File: src/core/adcc_params.svh
// Register map, field positions, reset values and timing counts of the converter control
`ifndef ADCC_PARAMS_SVH
`define ADCC_PARAMS_SVH
// Byte addresses of the APB registers
`define ADCC_OFF_CTRL 8'h00
`define ADCC_OFF_RESH 8'h04
`define ADCC_OFF_CFG 8'h08
`define ADCC_OFF_DLY 8'h0C
`define ADCC_OFF_ISTAT 8'h10
`define ADCC_OFF_ICLR 8'h14
`define ADCC_OFF_IEN 8'h18
`define ADCC_OFF_ENA 8'h1C
// Control register field positions
`define ADCC_CTRL_HWEN 5
`define ADCC_CTRL_DONE 4
`define ADCC_CTRL_BUSY 3
// Reset values
`define ADCC_CFG_RST 8'h40
`define ADCC_DLY_RST 8'h00
// Machine clock is the CPU clock divided by this plus one
`define ADCC_MCLK_DIV 2'h3
// Interrupt event bits
`define ADCC_EV_DONE 0
`define ADCC_EV_ABORT 1
`define ADCC_EV_W 2
`endif

File: src/core/adcc_pkg.sv
// Types shared by the converter control logic
package adcc_pkg;
	// Control register layout
	typedef struct packed {
		logic [1:0] res_lo;
		logic hw_trigger_enable;
		logic conv_done_flag;
		logic conv_start_busy;
		logic [2:0] channel_select;
	} adcc_ctrl_t;
	// Configuration register layout
	typedef struct packed {
		logic [1:0] clock_divider_select;
		logic [1:0] trigger_type_select;
		logic delay_prescale;
		logic continuous_mode_enable;
		logic [1:0] pwm_trigger_source;
	} adcc_cfg_t;
	// Requests to the analog core
	typedef struct packed {
		logic start;
		logic abort;
		logic clk_tick;
		logic [2:0] channel;
	} adcc_core_req_t;
	// Sequencer states, Gray along idle, delay, convert
	typedef enum logic [1:0] {
		ST_IDLE = 2'h0,
		ST_DELAY = 2'h1,
		ST_CONV = 2'h3
	} adcc_state_t;
endpackage

File: src/core/adcc_top.sv
// Converter control: APB registers, trigger selection, conversion sequencing
//
// Operation
// - Result MSBs to high byte, LSBs to control
// - Trigger enable low: software start only
// - Trigger enable high: software, pin, PWM edges
// - PWM triggers need type bit 1 and enable
// - Done flag set on result; raises interrupt
// - Start bit held while busy, cleared after done
// - Clear done with start: new conversion allowed
// - Clearing start bit aborts conversion
// - No new start while busy or done (continuous mode ignores done)
// - Status pair decodes idle, busy, complete
// - Channel code n routes analog input n
// - Continuous mode bit enables continuous conversion
// - PWM source selects channel 0,2,4,6
// - PWM trigger delay: count plus one ticks
`timescale 1ns/10ps
`include "adcc_params.svh"
module adcc_top (
	// Clock and reset
	input wire logic pclk,
	input wire logic presetn,
	// APB slave
	input wire logic psel,
	input wire logic penable,
	input wire logic pwrite,
	input wire logic [7:0] paddr,
	input wire logic [31:0] pwdata,
	output logic [31:0] prdata,
	output logic pready,
	output logic pslverr,
	// Trigger pins, asynchronous
	input wire logic external_start_pin,
	input wire logic [3:0] pwm_ch,
	input wire logic pwm_centre,
	// Analog core, same clock
	input wire logic conv_ready,
	input wire logic [9:0] conv_result,
	output adcc_pkg::adcc_core_req_t core_req,
	// Interrupt
	output logic irq
);
	import adcc_pkg::*;

	// Registers and their next values
	adcc_ctrl_t ctrl_reg, ctrl_next; // Control and status
	logic [7:0] resh_reg, resh_next; // Result high byte
	adcc_cfg_t cfg_reg, cfg_next; // Configuration
	logic [7:0] dly_reg, dly_next; // Trigger delay count
	logic ena_reg, ena_next; // Converter enable
	logic [`ADCC_EV_W-1:0] ist_reg, ist_next; // Sticky events
	logic [`ADCC_EV_W-1:0] ien_reg, ien_next; // Event enables
	logic irq_reg, irq_next;
	adcc_state_t st_reg, st_next; // Sequencer state
	logic [7:0] dcnt_reg, dcnt_next; // Delay down counter
	logic [1:0] mcnt_reg, mcnt_next; // Machine clock divider
	logic pre_reg, pre_next; // Delay prescale phase
	logic [2:0] ccnt_reg, ccnt_next; // Converter clock divider
	adcc_core_req_t req_reg, req_next;
	logic [31:0] rd_reg, rd_next;
	logic rdy_reg, rdy_next;
	logic err_reg, err_next;
	// Pin synchronisers: stage one, stage two, previous
	logic [5:0] s1_reg, s2_reg, s3_reg;

	// Decoded helpers
	logic acc; // Access phase seen
	logic wr; // Write takes effect
	logic mapped; // Address hits a register
	logic [5:0] rise, fall; // Synchronised edges
	logic pwm_rise, pwm_fall; // Edges of the chosen channel
	logic pwm_hit, pin_hit; // Qualified hardware triggers
	logic sw_start, sw_abort; // Software start and abort
	logic can_start; // Start allowed now
	logic mtick, dtick; // Machine and delay ticks
	logic [2:0] cmask; // Converter clock mask

	// Two flops on every pin before any logic reads it
	always_ff @(posedge pclk or negedge presetn) begin
		if (!presetn) begin
			s1_reg <= 6'h00;
			s2_reg <= 6'h00;
			s3_reg <= 6'h00;
		end else begin
			s1_reg <= {pwm_centre, pwm_ch, external_start_pin};
			s2_reg <= s1_reg;
			s3_reg <= s2_reg;
		end
	end

	// Edge detection on the second stage against its history
	always_comb begin
		rise = s2_reg & ~s3_reg;
		fall = ~s2_reg & s3_reg;
		pwm_rise = rise[3'(cfg_reg.pwm_trigger_source) + 3'h1];
		pwm_fall = fall[3'(cfg_reg.pwm_trigger_source) + 3'h1];
	end

	// Trigger qualification
	always_comb begin
		pin_hit = 1'b0;
		pwm_hit = 1'b0;
		// Hardware sources only while enabled by software
		if (ctrl_reg.hw_trigger_enable && ena_reg) begin
			unique case (cfg_reg.trigger_type_select)
				2'h0: pin_hit = rise[0];
				2'h1: pwm_hit = 1'b0; // Upper type bit low: PWM gated off
				2'h2: pwm_hit = pwm_fall;
				2'h3: pwm_hit = rise[5]; // Centre point, any channel
			endcase
		end
		// Rising PWM edge kept for completeness, never selected: the guard is constant false
		if (1'b0) begin
			pwm_hit = pwm_rise;
		end
	end

	// Machine clock and delay prescale ticks
	always_comb begin
		mcnt_next = mcnt_reg + 2'h1;
		mtick = (mcnt_reg == `ADCC_MCLK_DIV);
		pre_next = mtick ? ~pre_reg : pre_reg;
		dtick = mtick && (!cfg_reg.delay_prescale || pre_reg);
	end

	// Converter clock divider
	always_comb begin
		unique case (cfg_reg.clock_divider_select)
			2'h0: cmask = 3'h0;
			2'h1: cmask = 3'h1;
			2'h2: cmask = 3'h3;
			2'h3: cmask = 3'h7;
		endcase
		ccnt_next = ccnt_reg + 3'h1;
	end

	// APB decode
	always_comb begin
		acc = psel && penable;
		wr = acc && pwrite && rdy_reg;
		unique case (paddr)
			`ADCC_OFF_CTRL, `ADCC_OFF_RESH, `ADCC_OFF_CFG, `ADCC_OFF_DLY,
			`ADCC_OFF_ISTAT, `ADCC_OFF_ICLR, `ADCC_OFF_IEN, `ADCC_OFF_ENA: mapped = 1'b1;
			default: mapped = 1'b0;
		endcase
	end

	// Register file, sequencer and interrupt next state
	always_comb begin
		ctrl_next = ctrl_reg;
		resh_next = resh_reg;
		cfg_next = cfg_reg;
		dly_next = dly_reg;
		ena_next = ena_reg;
		ien_next = ien_reg;
		ist_next = ist_reg;
		st_next = st_reg;
		dcnt_next = dcnt_reg;
		sw_start = 1'b0;
		sw_abort = 1'b0;
		req_next = req_reg;
		req_next.start = 1'b0;
		req_next.abort = 1'b0;
		req_next.clk_tick = ((ccnt_reg & cmask) == 3'h0);
		// Register writes
		if (wr) begin
			unique case (paddr)
				`ADCC_OFF_CTRL: begin
					ctrl_next.hw_trigger_enable = pwdata[`ADCC_CTRL_HWEN];
					ctrl_next.channel_select = pwdata[2:0];
					// Only software clears the done flag
					if (!pwdata[`ADCC_CTRL_DONE]) begin
						ctrl_next.conv_done_flag = 1'b0;
					end
					if (pwdata[`ADCC_CTRL_BUSY] && !ctrl_reg.conv_start_busy) begin
						sw_start = 1'b1;
					end
					if (!pwdata[`ADCC_CTRL_BUSY] && ctrl_reg.conv_start_busy) begin
						sw_abort = 1'b1;
					end
				end
				`ADCC_OFF_CFG: cfg_next = adcc_cfg_t'(pwdata[7:0]);
				`ADCC_OFF_DLY: dly_next = pwdata[7:0];
				`ADCC_OFF_ICLR: ist_next = ist_reg & ~pwdata[`ADCC_EV_W-1:0];
				`ADCC_OFF_IEN: ien_next = pwdata[`ADCC_EV_W-1:0];
				`ADCC_OFF_ENA: ena_next = pwdata[0];
				default: begin
				end
			endcase
		end
		// Start allowed only from idle with done clear, unless continuous
		can_start = cfg_reg.continuous_mode_enable || !ctrl_next.conv_done_flag;
		unique case (st_reg)
			ST_IDLE: begin
				if (can_start && pwm_hit) begin
					// PWM start waits the programmed delay
					st_next = ST_DELAY;
					dcnt_next = dly_reg;
					ctrl_next.conv_start_busy = 1'b1;
				end else if (can_start && (sw_start || pin_hit)) begin
					st_next = ST_CONV;
					req_next.start = 1'b1;
					req_next.channel = ctrl_next.channel_select;
					ctrl_next.conv_start_busy = 1'b1;
				end
			end
			ST_DELAY: begin
				if (sw_abort) begin
					st_next = ST_IDLE;
					ctrl_next.conv_start_busy = 1'b0;
					ist_next[`ADCC_EV_ABORT] = 1'b1;
				end else if (dtick) begin
					if (dcnt_reg == 8'h00) begin
						st_next = ST_CONV;
						req_next.start = 1'b1;
						req_next.channel = ctrl_reg.channel_select;
					end else begin
						dcnt_next = dcnt_reg - 8'h01;
					end
				end
			end
			ST_CONV: begin
				if (sw_abort) begin
					st_next = ST_IDLE;
					req_next.abort = 1'b1;
					ctrl_next.conv_start_busy = 1'b0;
					ist_next[`ADCC_EV_ABORT] = 1'b1;
				end else if (conv_ready) begin
					// Result split across two registers
					resh_next = conv_result[9:2];
					ctrl_next.res_lo = conv_result[1:0];
					ctrl_next.conv_done_flag = 1'b1; // set wins over clear
					ist_next[`ADCC_EV_DONE] = 1'b1;
					if (cfg_reg.continuous_mode_enable) begin
						// Next conversion follows at once
						req_next.start = 1'b1;
						req_next.channel = ctrl_next.channel_select;
					end else begin
						st_next = ST_IDLE;
						ctrl_next.conv_start_busy = 1'b0;
					end
				end
			end
			default: begin
				st_next = ST_IDLE;
			end
		endcase
		irq_next = |(ist_next & ien_next);
	end

	// APB answer: one wait state, read data captured on the same edge that raises ready
	always_comb begin
		rdy_next = acc && !rdy_reg;
		err_next = acc && !rdy_reg && !mapped;
		rd_next = rd_reg;
		if (acc && !rdy_reg) begin
			rd_next = 32'h0000_0000;
			unique case (paddr)
				`ADCC_OFF_CTRL: rd_next[7:0] = ctrl_reg;
				`ADCC_OFF_RESH: rd_next[7:0] = resh_reg;
				`ADCC_OFF_CFG: rd_next[7:0] = cfg_reg;
				`ADCC_OFF_DLY: rd_next[7:0] = dly_reg;
				`ADCC_OFF_ISTAT: rd_next[`ADCC_EV_W-1:0] = ist_reg;
				`ADCC_OFF_IEN: rd_next[`ADCC_EV_W-1:0] = ien_reg;
				`ADCC_OFF_ENA: rd_next[0] = ena_reg;
				default: rd_next = 32'h0000_0000;
			endcase
		end
	end

	// State registers
	always_ff @(posedge pclk or negedge presetn) begin
		if (!presetn) begin
			ctrl_reg <= adcc_ctrl_t'(8'h00);
			resh_reg <= 8'h00;
			cfg_reg <= adcc_cfg_t'(`ADCC_CFG_RST);
			dly_reg <= `ADCC_DLY_RST;
			ena_reg <= 1'b0;
			ist_reg <= '0;
			ien_reg <= '0;
			irq_reg <= 1'b0;
			st_reg <= ST_IDLE;
			dcnt_reg <= 8'h00;
			mcnt_reg <= 2'h0;
			pre_reg <= 1'b0;
			ccnt_reg <= 3'h0;
			req_reg <= adcc_core_req_t'(6'h00);
			rd_reg <= 32'h0000_0000;
			rdy_reg <= 1'b0;
			err_reg <= 1'b0;
		end else begin
			ctrl_reg <= ctrl_next;
			resh_reg <= resh_next;
			cfg_reg <= cfg_next;
			dly_reg <= dly_next;
			ena_reg <= ena_next;
			ist_reg <= ist_next;
			ien_reg <= ien_next;
			irq_reg <= irq_next;
			st_reg <= st_next;
			dcnt_reg <= dcnt_next;
			mcnt_reg <= mcnt_next;
			pre_reg <= pre_next;
			ccnt_reg <= ccnt_next;
			req_reg <= req_next;
			rd_reg <= rd_next;
			rdy_reg <= rdy_next;
			err_reg <= err_next;
		end
	end

	// Outputs straight from flops
	assign prdata = rd_reg;
	assign pready = rdy_reg;
	assign pslverr = err_reg;
	assign core_req = req_reg;
	assign irq = irq_reg;
endmodule

File: config.mk
export PLATFORM = sky130hd
export DESIGN_NAME = adcc_top
export DESIGN_NICKNAME = d
export VERILOG_FILES = /design/src/core/adcc_pkg.sv /design/src/core/adcc_top.sv
export VERILOG_INCLUDE_DIRS = /design/src /design/src/core
export SDC_FILE = /design/constraint.sdc
export NUM_CORES = 1
export LEC_CHECK = 0
export ABC_CLOCK_PERIOD_IN_PS = 6100
export BUFFER_PORTS_ARGS = -buffer_cell sky130_fd_sc_hd__clkbuf_2
export CAP_MARGIN = 10
export CORE_ASPECT_RATIO = 0.8
export CORE_MARGIN = 3
export CORE_UTILIZATION = 40
export CTS_BUF_LIST = sky130_fd_sc_hd__clkbuf_8
export CTS_CLUSTER_SIZE = 16
export DETAILED_ROUTE_END_ITERATION = 6
export PLACE_DENSITY = 0.72
export RECOVER_POWER = 50
export SYNTH_ARGS = -nofsm -noshare
export SYNTH_HDL_FRONTEND = slang
export SYNTH_SLANG_ARGS = --single-unit
File: constraint.sdc
create_clock -name pclk -period 6.1 [get_ports pclk]
set_input_delay 0.305 -clock pclk [delete_from_list [all_inputs] [get_ports pclk]]
set_output_delay 0.305 -clock pclk [all_outputs]
set_load 0.02 [all_outputs]
After elaboration in Yosys (flattened, before gate mapping) --
Memories as Yosys holds them, arrays and structs flattened. Cells that the tools add are included.
Operators by class: add/subtract/negate cells 4, $lt $le $gt $ge 1, eq/ne operators 31, muxes and demuxes 74, bitwise operators 10, reduce and logical (&&, ||, !) cells 40
Operators by type and width (count):
- two-way mux 1 bit | 36
- == test 8 x 5 -> 1 bit (second input constant) | 4
- two-way mux 8 bit | 4
- two-way mux 3 bit | 10
- two-way mux 2 bit | 13
- one-hot mux 6 bit (4 select lines) | 1
- inequality test 2 bit (second input constant) | 11
- == test 8 x 4 -> 1 bit (second input constant) | 2
- logical NOT 8 bit | 2
- one-hot mux 8 bit (2 select lines) | 1
- inequality test 3 bit (second input constant) | 5
- AND reduction 5 bit | 3
- AND 6 bit | 2
- == test 2 bit (second input constant) | 6
- NOT 6 bit | 2
- one-hot mux 3 bit (4 select lines) | 1
- logical AND 1 bit | 11
- one-hot mux 3 bit (3 select lines) | 1
- AND reduction 9 bit | 1
- == test 8 x 3 -> 1 bit (second input constant) | 1
- AND reduction 2 bit | 4
- subtractor 8 x 1 -> 8 bit (second input constant) | 1
- one-hot mux 1 bit (7 select lines) | 1
- logical NOT 1 bit | 6
- 21 further kinds | 31
Word-level totals: bits in registers 88, ROM bits 32, input bits 62, output and inout bits 41, word-level logic and storage cells 192, memories 1
Memory list:
- (name not given) | depth 32, width 1, rd ports 1, clocked after memory_dff 0, wr ports 0, line adcc_top.sv:142 | unique case (paddr)

Longest topological paths before layout --
Gate-level depths: netlist of run 1.
depth after elaboration 10, gate-level depth with buffers 9, gate-level depth less buffers 7

Worst setup path after synthesis of run 1 --
No wires, ideal clock.
kind reg2reg, start register cfg_reg[0] in the netlist's numbering, end register req_reg, in the netlist core_req[0], library setup time 0.125 ns, arrival 1.947 ns, required time 5.975 ns, path slack 4.028 ns, stages on the path, launching flop included 8, path buffers 0, path through dfrtp_1 > ha_1 > nor4b_1 > or4b_1 > nand4_2 > nand2_1 > o21ai_4 > mux2_4
Between the ends: cells in the longest elaborated chain, start to end 8
Ends and longest elaborated chain:
- from (decl) | line adcc_top.sv:49 | adcc_cfg_t cfg_reg, cfg_next;
- from (signal assigned) | line adcc_top.sv:277 | cfg_reg <= adcc_cfg_t'(`ADCC_CFG_RST);
- from (signal assigned) | line adcc_top.sv:295 | cfg_reg <= cfg_next;
- adder 2 x 1 -> 3 bit | line adcc_top.sv:97 | pwm_fall = fall[3'(cfg_reg.pwm_trigger_source) + 3'h1];
- binary-select mux 1 bit (select 3 bit) | line adcc_top.sv:97
- two-way mux 1 bit (implied by the code) | line adcc_top.sv:97
- one-hot mux 1 bit (2 select lines) | line adcc_top.sv:106 | unique case (cfg_reg.trigger_type_select)
- two-way mux 1 bit | line adcc_top.sv:105 | if (ctrl_reg.hw_trigger_enable && ena_reg) begin
- logical AND 1 bit | line adcc_top.sv:196 | if (can_start && pwm_hit) begin
- inequality test 2 bit (no line)
- AND reduction 9 bit (no line)
- to (signal assigned) | line adcc_top.sv:288 | req_reg <= adcc_core_req_t'(6'h00);
- to (signal assigned) | line adcc_top.sv:306 | req_reg <= req_next;
- to (decl) | line adcc_top.sv:60 | adcc_core_req_t req_reg, req_next;
Every way passes these cells. The select of a mux whose other input is x is not followed. A chain may end at the register's enable or synchronous reset.

Worst setup path after layout of run 1 --
start register st_reg[0], end register dcnt_reg[0]
Between the ends: cells in the longest elaborated chain, start to end 3
Ends and longest elaborated chain:
- from (decl) | line adcc_top.sv:55 | adcc_state_t st_reg, st_next;
- from (signal assigned) | line adcc_top.sv:301 | st_reg <= st_next;
- == test 2 x 1 -> 1 bit / logical NOT 2 bit (equally long branches) | line adcc_top.sv:194 | unique case (st_reg)
- inequality test 2 bit (no line) / nonzero test 2 bit (equally long branches)
- AND reduction 5 bit (no line)
- to (signal assigned) | line adcc_top.sv:302 | dcnt_reg <= dcnt_next;
- to (decl) | line adcc_top.sv:56 | logic [7:0] dcnt_reg, dcnt_next;
Several ways; a longest one is shown, not always the timed one.

==> results.txt, run 1 <==
Seq/Total Area, Yosys = 53.3%
Placement Cell Area = 4410 um2
Cells after Synth = 329
Finish-stage setup viols = 0
Reg2reg setup slack = 3.45 ns
Fmax = 0.377 GHz
Top post-synthesis cells by area = dfrtp_1 53%, mux2_2 10%, buf_4 4.7%
First-pass GRT wire length = 13600 um
Avg Synthesized Cell Area = 12.6 um2
GRT Total Usage = 15.1%
Tmin final = 2.65 ns
Leakage = 2.24 nW
Clk buf depth = 2
Post-DRT Antenna Nets = 0
Seq cells post-synth = 88
Number of flops mapped to enable cells by yosys = 0
Via count = 2682
Largest net degree at the start of global routing = 89
Critical path type = reg2reg
Overall power = 1.05 mW
Reg-to-Reg Start = st_reg[0]
Initial antenna violation count = 0
Leading area contributor after synthesis = dfrtp_1
CTS root buffer = clkbuf_8
Worst skew pair latency = 0.37 ns
Core Footprint = 9850 um2
Antenna cells = 0
Hold Crit Endpoint = s1_reg[3]
Syn Std Cell Area = 4130 um2
CTS buffer count = 9
Hold Crit Start = pwm_ch[2]
Row count = 32
Worst hold stages = 1
Hold Violations, Final = 0
Area Growth Syn to Fin = 11.7%
Reg2reg end = dcnt_reg[0]
Commonest register cell after synthesis = dfrtp_1
Worst Reg-to-Reg Cells = 6
HPWL after detailed placement = 6070 um
Async S/R FF share, synth = 100%
Number of global-route vias before repair = 2664
Netlist cell types = 54
Number of setup buffers added after CTS = 0
Unrepaired setup endpoints after global routing = false
Die span in x = 120 um
GPL Wtd Cong = 0.873
Synthesis warning total = 0
Slowest stage cell, crit path = nor2b_1
Grt ovf = 0
Clk sinks = 88
Relative slew slack = 24.8%
Routed WL = 8410 um
Period utilisation layout = 43.5%
Int Power = 0.775 mW
Port Buffer Count = 54
Max-cap viol count = 0
Most frequent cells in the layout = 87 x dfrtp_1, 53 x clkbuf_2, 37 x mux2_2, 24 x conb_1, 19 x nand2_1
P_sw = 0.277 mW
WP data arrival = 2.96 ns
Wire per inst = 16.1 um
Die Ht = 96.9 um
Final Instance Area = 4620 um2
Combinational Power Share = 6.7%
Cell Pwr Density = 228 nW/um2
Switch share = 26.3%
Yosys top cell area share = 52.7%
Slew Viols, Final = 0
Clock share of power = 36.1%
Htree depth = 3
Sequential power share = 57.2%
Initial Utilization = 41.9%
Critical path endpoint category = flip-flop
Commonest non-fill, non-tap cell in the layout = dfrtp_1
DRC Markers = 0
Worst-path maximum fanout = 19
Io pins = 103
Total Die Area = 11600 um2
DRT Pass-1 Iters = 4
Hold crit path type = in2reg
Worst-path clk slew = 0.09 ns
Min Hold Slack = 0.0374 ns
Clock tree from TritonCTS = done
Final clock skew = 0.0144 ns
Utilization after layout = 46.9%
Startpoint Class = flip-flop
WP data required = 6.41 ns
Initial drt markers = 166
FILL cells = 908
Status = completed
Share of cells above drive strength 1 = 33.5%
Worst Max-Slew Pin Slew = 1.13 ns
Vias per cell = 5.12
Worst-path cell chain = nor2b_1 > nand3_1 > or3_1 > o21ai_4 > o21ai_0 > o21ai_1
VDD IR max = 0.000193 V
Nets = 450
Slowest stage delay, CP = 0.93 ns
Post-cts resize count = 0
Setup TNS Final = 0 ns
logic make-up after synthesis:
logic type | after synthesis | share of synthesized area (%)
AOI/OAI and AO/OA | 53 | 8.69
buffers and inverters | 44 | 6.81
DFF | 88 | 53.3
adders and majority gates | 5 | 1.51
other | 1 | 0.0908
muxes | 51 | 16.0
and+or+nand+nor | 85 | 13.2
xor gates and xnor gates | 2 | 0.424
power by group through the flow:
stage	Sequential [mW]	Combinational (mW)	Clock, mW
after floorplan	0.612	0.0500	0
after global placement	0.612	0.0684	0
after detailed placement	0.613	0.0701	0
after CTS	0.602	0.0703	0.392
after global routing	0.603	0.0781	0.423
final	0.601	0.0703	0.380
repair_timing:
| item | in CTS | in global routing |
|---|---|---|
| hold buffers | 0 | 2 |
| endpoints found under the hold margin | 0 | 2 |
| endpoints found under the setup margin | 0 | 0 |
synthesized netlist by cell type, drive strengths merged (2+ instances only):
cell	count
xor2	2
clkbuf	4
o22ai	4
and3	4
nand2	19
and4	2
nand3b	3
o21ai	15
buf	32
nor2	15
or3	3
or3b	2
a21o	5
nor3	3
mux2	40
nand4b	2
nand4	2
mux4	7
nor2b	3
nor4b	4
a22o	8
inv	8
dfrtp	87
nor3b	3
nand2b	7
ha	5
mux2i	4
nand3	6
a21oi	16
how the worst max path moves through the flow:
| stage | start | end | slack (ns) | cells after the start |
|---|---|---|---|---|
| 4_1_cts | st_reg[0] | dcnt_reg[0] | 3.43 | 6 |
| 5_1_grt | st_reg[0] | dcnt_reg[0] | 3.12 | 6 |
| 3_3_place_gp | paddr[3] | core_req[1] | 3.37 | 7 |
| 3_5_place_dp | paddr[3] | core_req[0] | 3.32 | 7 |
| 2_1_floorplan | cfg_reg[0] | core_req[0] | 4.03 | 7 |
| 6_report | st_reg[0] | dcnt_reg[0] | 3.45 | 6 |
final cells by class:
type                            count  area [um2]  area share, %
Sequential cell                    88        2200           47.7
Multi-Input combinational cell    220        1730           37.5
Timing Repair Buffer               56         293           6.34
Tap cell                          136         170           3.69
Clock buffer                        9         124           2.68
Clock inverter                      7        62.6           1.36
Inverter                            8        30.0          0.651
layer usage:
layer | vias to the layer above | global-route usage, % | part of all wire, %
met1 | 1341 | 21.0 | 48
met4 | 0 | 3.96 | 0.62
met2 | 94 | 22.0 | 45
met5 | - | 0 | 0
met3 | 4 | 6.25 | 6.9
li1 | 1243 | - | -
critical path: cells and delay by family (launching register included):
family	cells	cell delay (ns)
and+or+nand+nor	3	1.56
AOI/OAI and AO/OA	3	0.50
DFF	1	0.52
per-stage QoR:
stage               cells  setup WS, ns
detailed placement    506          3.32
global placement      506          3.37
floorplan             352          4.03
finish                524          3.45
global route          524          3.12
CTS                   522          3.43
No activity file was read; power rests on OpenSTA's default activity.
==> run 2, diff against run 1 <==
- ABC_CLOCK_PERIOD_IN_PS: 6100 -> 2400
- PLACE_DENSITY: 0.72 -> 0.74
- clock period: 6.1 -> 2.4 ns (I/O delays scaled with it)
==> results.txt, run 2 (synthesis results as in run 1) <==
WP data required = 2.65 ns (was 6.41 ns)
Wire per inst = 15.8 um (was 16.1 um)
CTS root buffer = clkbuf_8 (unchanged)
Cell Pwr Density = 577 nW/um2 (was 228 nW/um2)
Setup TNS Final = 0 ns (unchanged)
Number of global-route vias before repair = 2697 (was 2664)
Htree depth = 3 (unchanged)
Overall power = 2.79 mW (was 1.05 mW)
Grt ovf = 0 (unchanged)
Status = completed (unchanged)
Initial drt markers = 146 (was 166)
Reg-to-Reg Start = cfg_reg[0] (was st_reg[0])
Relative slew slack = 24.4% (was 24.8%)
Tmin final = 2.24 ns (was 2.65 ns)
Switch share = 25.3% (was 26.3%)
Die span in x = 120 um (unchanged)
Hold crit path type = in2reg (unchanged)
Min Hold Slack = 0.0176 ns (was 0.0374 ns)
Worst-path cell chain = ha_1 > nor4b_1 > or4b_1 > nand4_2 > nand2_1 > o21ai_4 > mux2_4 (was nor2b_1 > nand3_1 > or3_1 > o21ai_4 > o21ai_0 > o21ai_1)
CTS buffer count = 9 (unchanged)
P_sw = 0.704 mW (was 0.277 mW)
Hold Violations, Final = 0 (unchanged)
Slowest stage cell, crit path = or4b_1 (was nor2b_1)
Leakage = 2.33 nW (was 2.24 nW)
Clk buf depth = 2 (unchanged)
Initial Utilization = 41.9% (unchanged)
Finish-stage setup viols = 0 (unchanged)
WP data arrival = 2.49 ns (was 2.96 ns)
Worst Max-Slew Pin Slew = 1.13 ns (about the same)
Sequential power share = 54.9% (was 57.2%)
First-pass GRT wire length = 14100 um (was 13600 um)
Commonest non-fill, non-tap cell in the layout = dfrtp_1 (unchanged)
Post-DRT Antenna Nets = 0 (unchanged)
Via count = 2733 (was 2682)
Routed WL = 8610 um (was 8410 um)
Worst hold stages = 2 (was 1)
Worst-path maximum fanout = 4 (was 19)
Worst Reg-to-Reg Cells = 7 (was 6)
Area Growth Syn to Fin = 16.8% (was 11.7%)
Largest net degree at the start of global routing = 49 (was 89)
DRT Pass-1 Iters = 4 (unchanged)
Hold Crit Start = conv_result[3] (was pwm_ch[2])
WP buf/inv = 0 (unchanged)
Critical path endpoint category = flip-flop (unchanged)
Share of cells above drive strength 1 = 32.4% (was 33.5%)
Final clock skew = 0.00776 ns (was 0.0144 ns)
Worst skew pair latency = 0.37 ns (about the same)
Antenna cells = 0 (unchanged)
Row count = 32 (unchanged)
Most frequent cells in the layout = 87 x dfrtp_1, 51 x clkbuf_2, 37 x mux2_2, 24 x conb_1, 19 x nand2_1 (was 87 x dfrtp_1, 53 x clkbuf_2, 37 x mux2_2, 24 x conb_1, 19 x nand2_1)
Worst-path clk slew = 0.09 ns (about the same)
Critical path type = reg2reg (unchanged)
Combinational Power Share = 7.2% (was 6.7%)
Clk sinks = 88 (unchanged)
DRC Markers = 0 (unchanged)
Total Die Area = 11600 um2 (unchanged)
HPWL after detailed placement = 6210 um (was 6070 um)
Nets = 472 (was 450)
Clock share of power = 37.9% (was 36.1%)
Startpoint Class = flip-flop (unchanged)
VDD IR max = 0.000525 V (was 0.000193 V)
GRT Total Usage = 15.4% (was 15.1%)
Core Footprint = 9850 um2 (unchanged)
Vias per cell = 5.01 (was 5.12)
Post-cts resize count = 0 (unchanged)
Slew Viols, Final = 0 (unchanged)
Reg2reg setup slack = 0.16 ns (was 3.45 ns)
CP top delay family = simple AND/OR/NAND/NOR gates (unchanged)
Utilization after layout = 49.0% (was 46.9%)
Clock tree from TritonCTS = done (unchanged)
Slowest stage delay, CP = 0.52 ns (was 0.93 ns)
Die Ht = 96.9 um (unchanged)
Max-cap viol count = 0 (unchanged)
Unrepaired setup endpoints after global routing = false (unchanged)
Period utilisation layout = 93.2% (was 43.5%)
Hold Crit Endpoint = resh_reg[1] (was s1_reg[3])
Reg2reg end = core_req[2] (was dcnt_reg[0])
Fmax = 0.447 GHz (was 0.377 GHz)
GPL Wtd Cong = 0.858 (was 0.873)
Io pins = 103 (unchanged)
Initial antenna violation count = 0 (unchanged)
Port Buffer Count = 54 (unchanged)
Int Power = 2.08 mW (was 0.775 mW)
## run 2: cell types whose count changed in the layout (fill, tap and decap cells not counted), sizes merged
cell | previous run | this run
clkinvlp | 3 | 2
clkbuf | 62 | 63
buf | 1 | 7
clkinv | 0 | 2
dlygate4sd3 | 2 | 17
inv | 12 | 10
bufinv | 0 | 1
## run 2: layer usage
layer	up-vias	GRT usage, %	routed length [um]	share of wire (%)
met1	1335	22.4	4070	47
met3	7	4.56	637	7.4
met5	-	0	0	0
li1	1284	-	-	-
met4	0	3.17	75	0.87
met2	107	22.8	3830	44
## run 2: worst max-delay path by stage
stage	start	to	slack, ns	cells after the start
2_1_floorplan	cfg_reg[0]	core_req[0]	0.33	7
3_3_place_gp	cfg_reg[0]	core_req[2]	0.22	7
3_5_place_dp	cfg_reg[0]	core_req[2]	0.18	7
4_1_cts	cfg_reg[0]	core_req[2]	0.15	7
5_1_grt	presetn	dcnt_reg[1]	0.02	3
6_report	cfg_reg[0]	core_req[2]	0.16	7
## run 2: metrics by stage
step | setup WS (ns) | std cells | cell area (um2)
finish | 0.164 | 546 | 4830
global placement | 0.216 | 513 | 4470
detailed placement | 0.176 | 513 | 4470
CTS | 0.152 | 546 | 4850
global route | 0.0167 | 546 | 4830
floorplan | 0.328 | 352 | 4220
## run 2: power by group through the flow
stage | combinational [mW] | clock, mW | sequential (mW)
floorplan | 0.127 | 0 | 1.55
global placement | 0.182 | 0 | 1.56
detailed placement | 0.186 | 0 | 1.56
CTS | 0.208 | 1.08 | 1.53
global route | 0.222 | 1.15 | 1.53
finish | 0.201 | 1.06 | 1.53
## run 2: timing repair
| action | in CTS | in global routing |
|---|---|---|
| endpoints found under the hold margin | 63 | 0 |
| setup buffers | 0 | 0 |
| hold buffers | 17 | 0 |
## run 2: final cells by class
class | instances | area, um2
Inverter | 8 | 30.0
Tap cell | 136 | 170
Clock buffer | 9 | 124
Timing Repair Buffer | 78 | 487
Clock inverter | 7 | 80.1
Fill cell | 886 | 5020
Multi-Input combinational cell | 220 | 1730
Sequential cell | 88 | 2200
## run 2: worst register-to-register path: stages (launching register included)
cell     delay, ns
dfrtp_1       0.44
ha_1          0.25
nor4b_1       0.07
or4b_1        0.52
nand4_2       0.18
nand2_1       0.13
o21ai_4       0.22
mux2_4        0.32
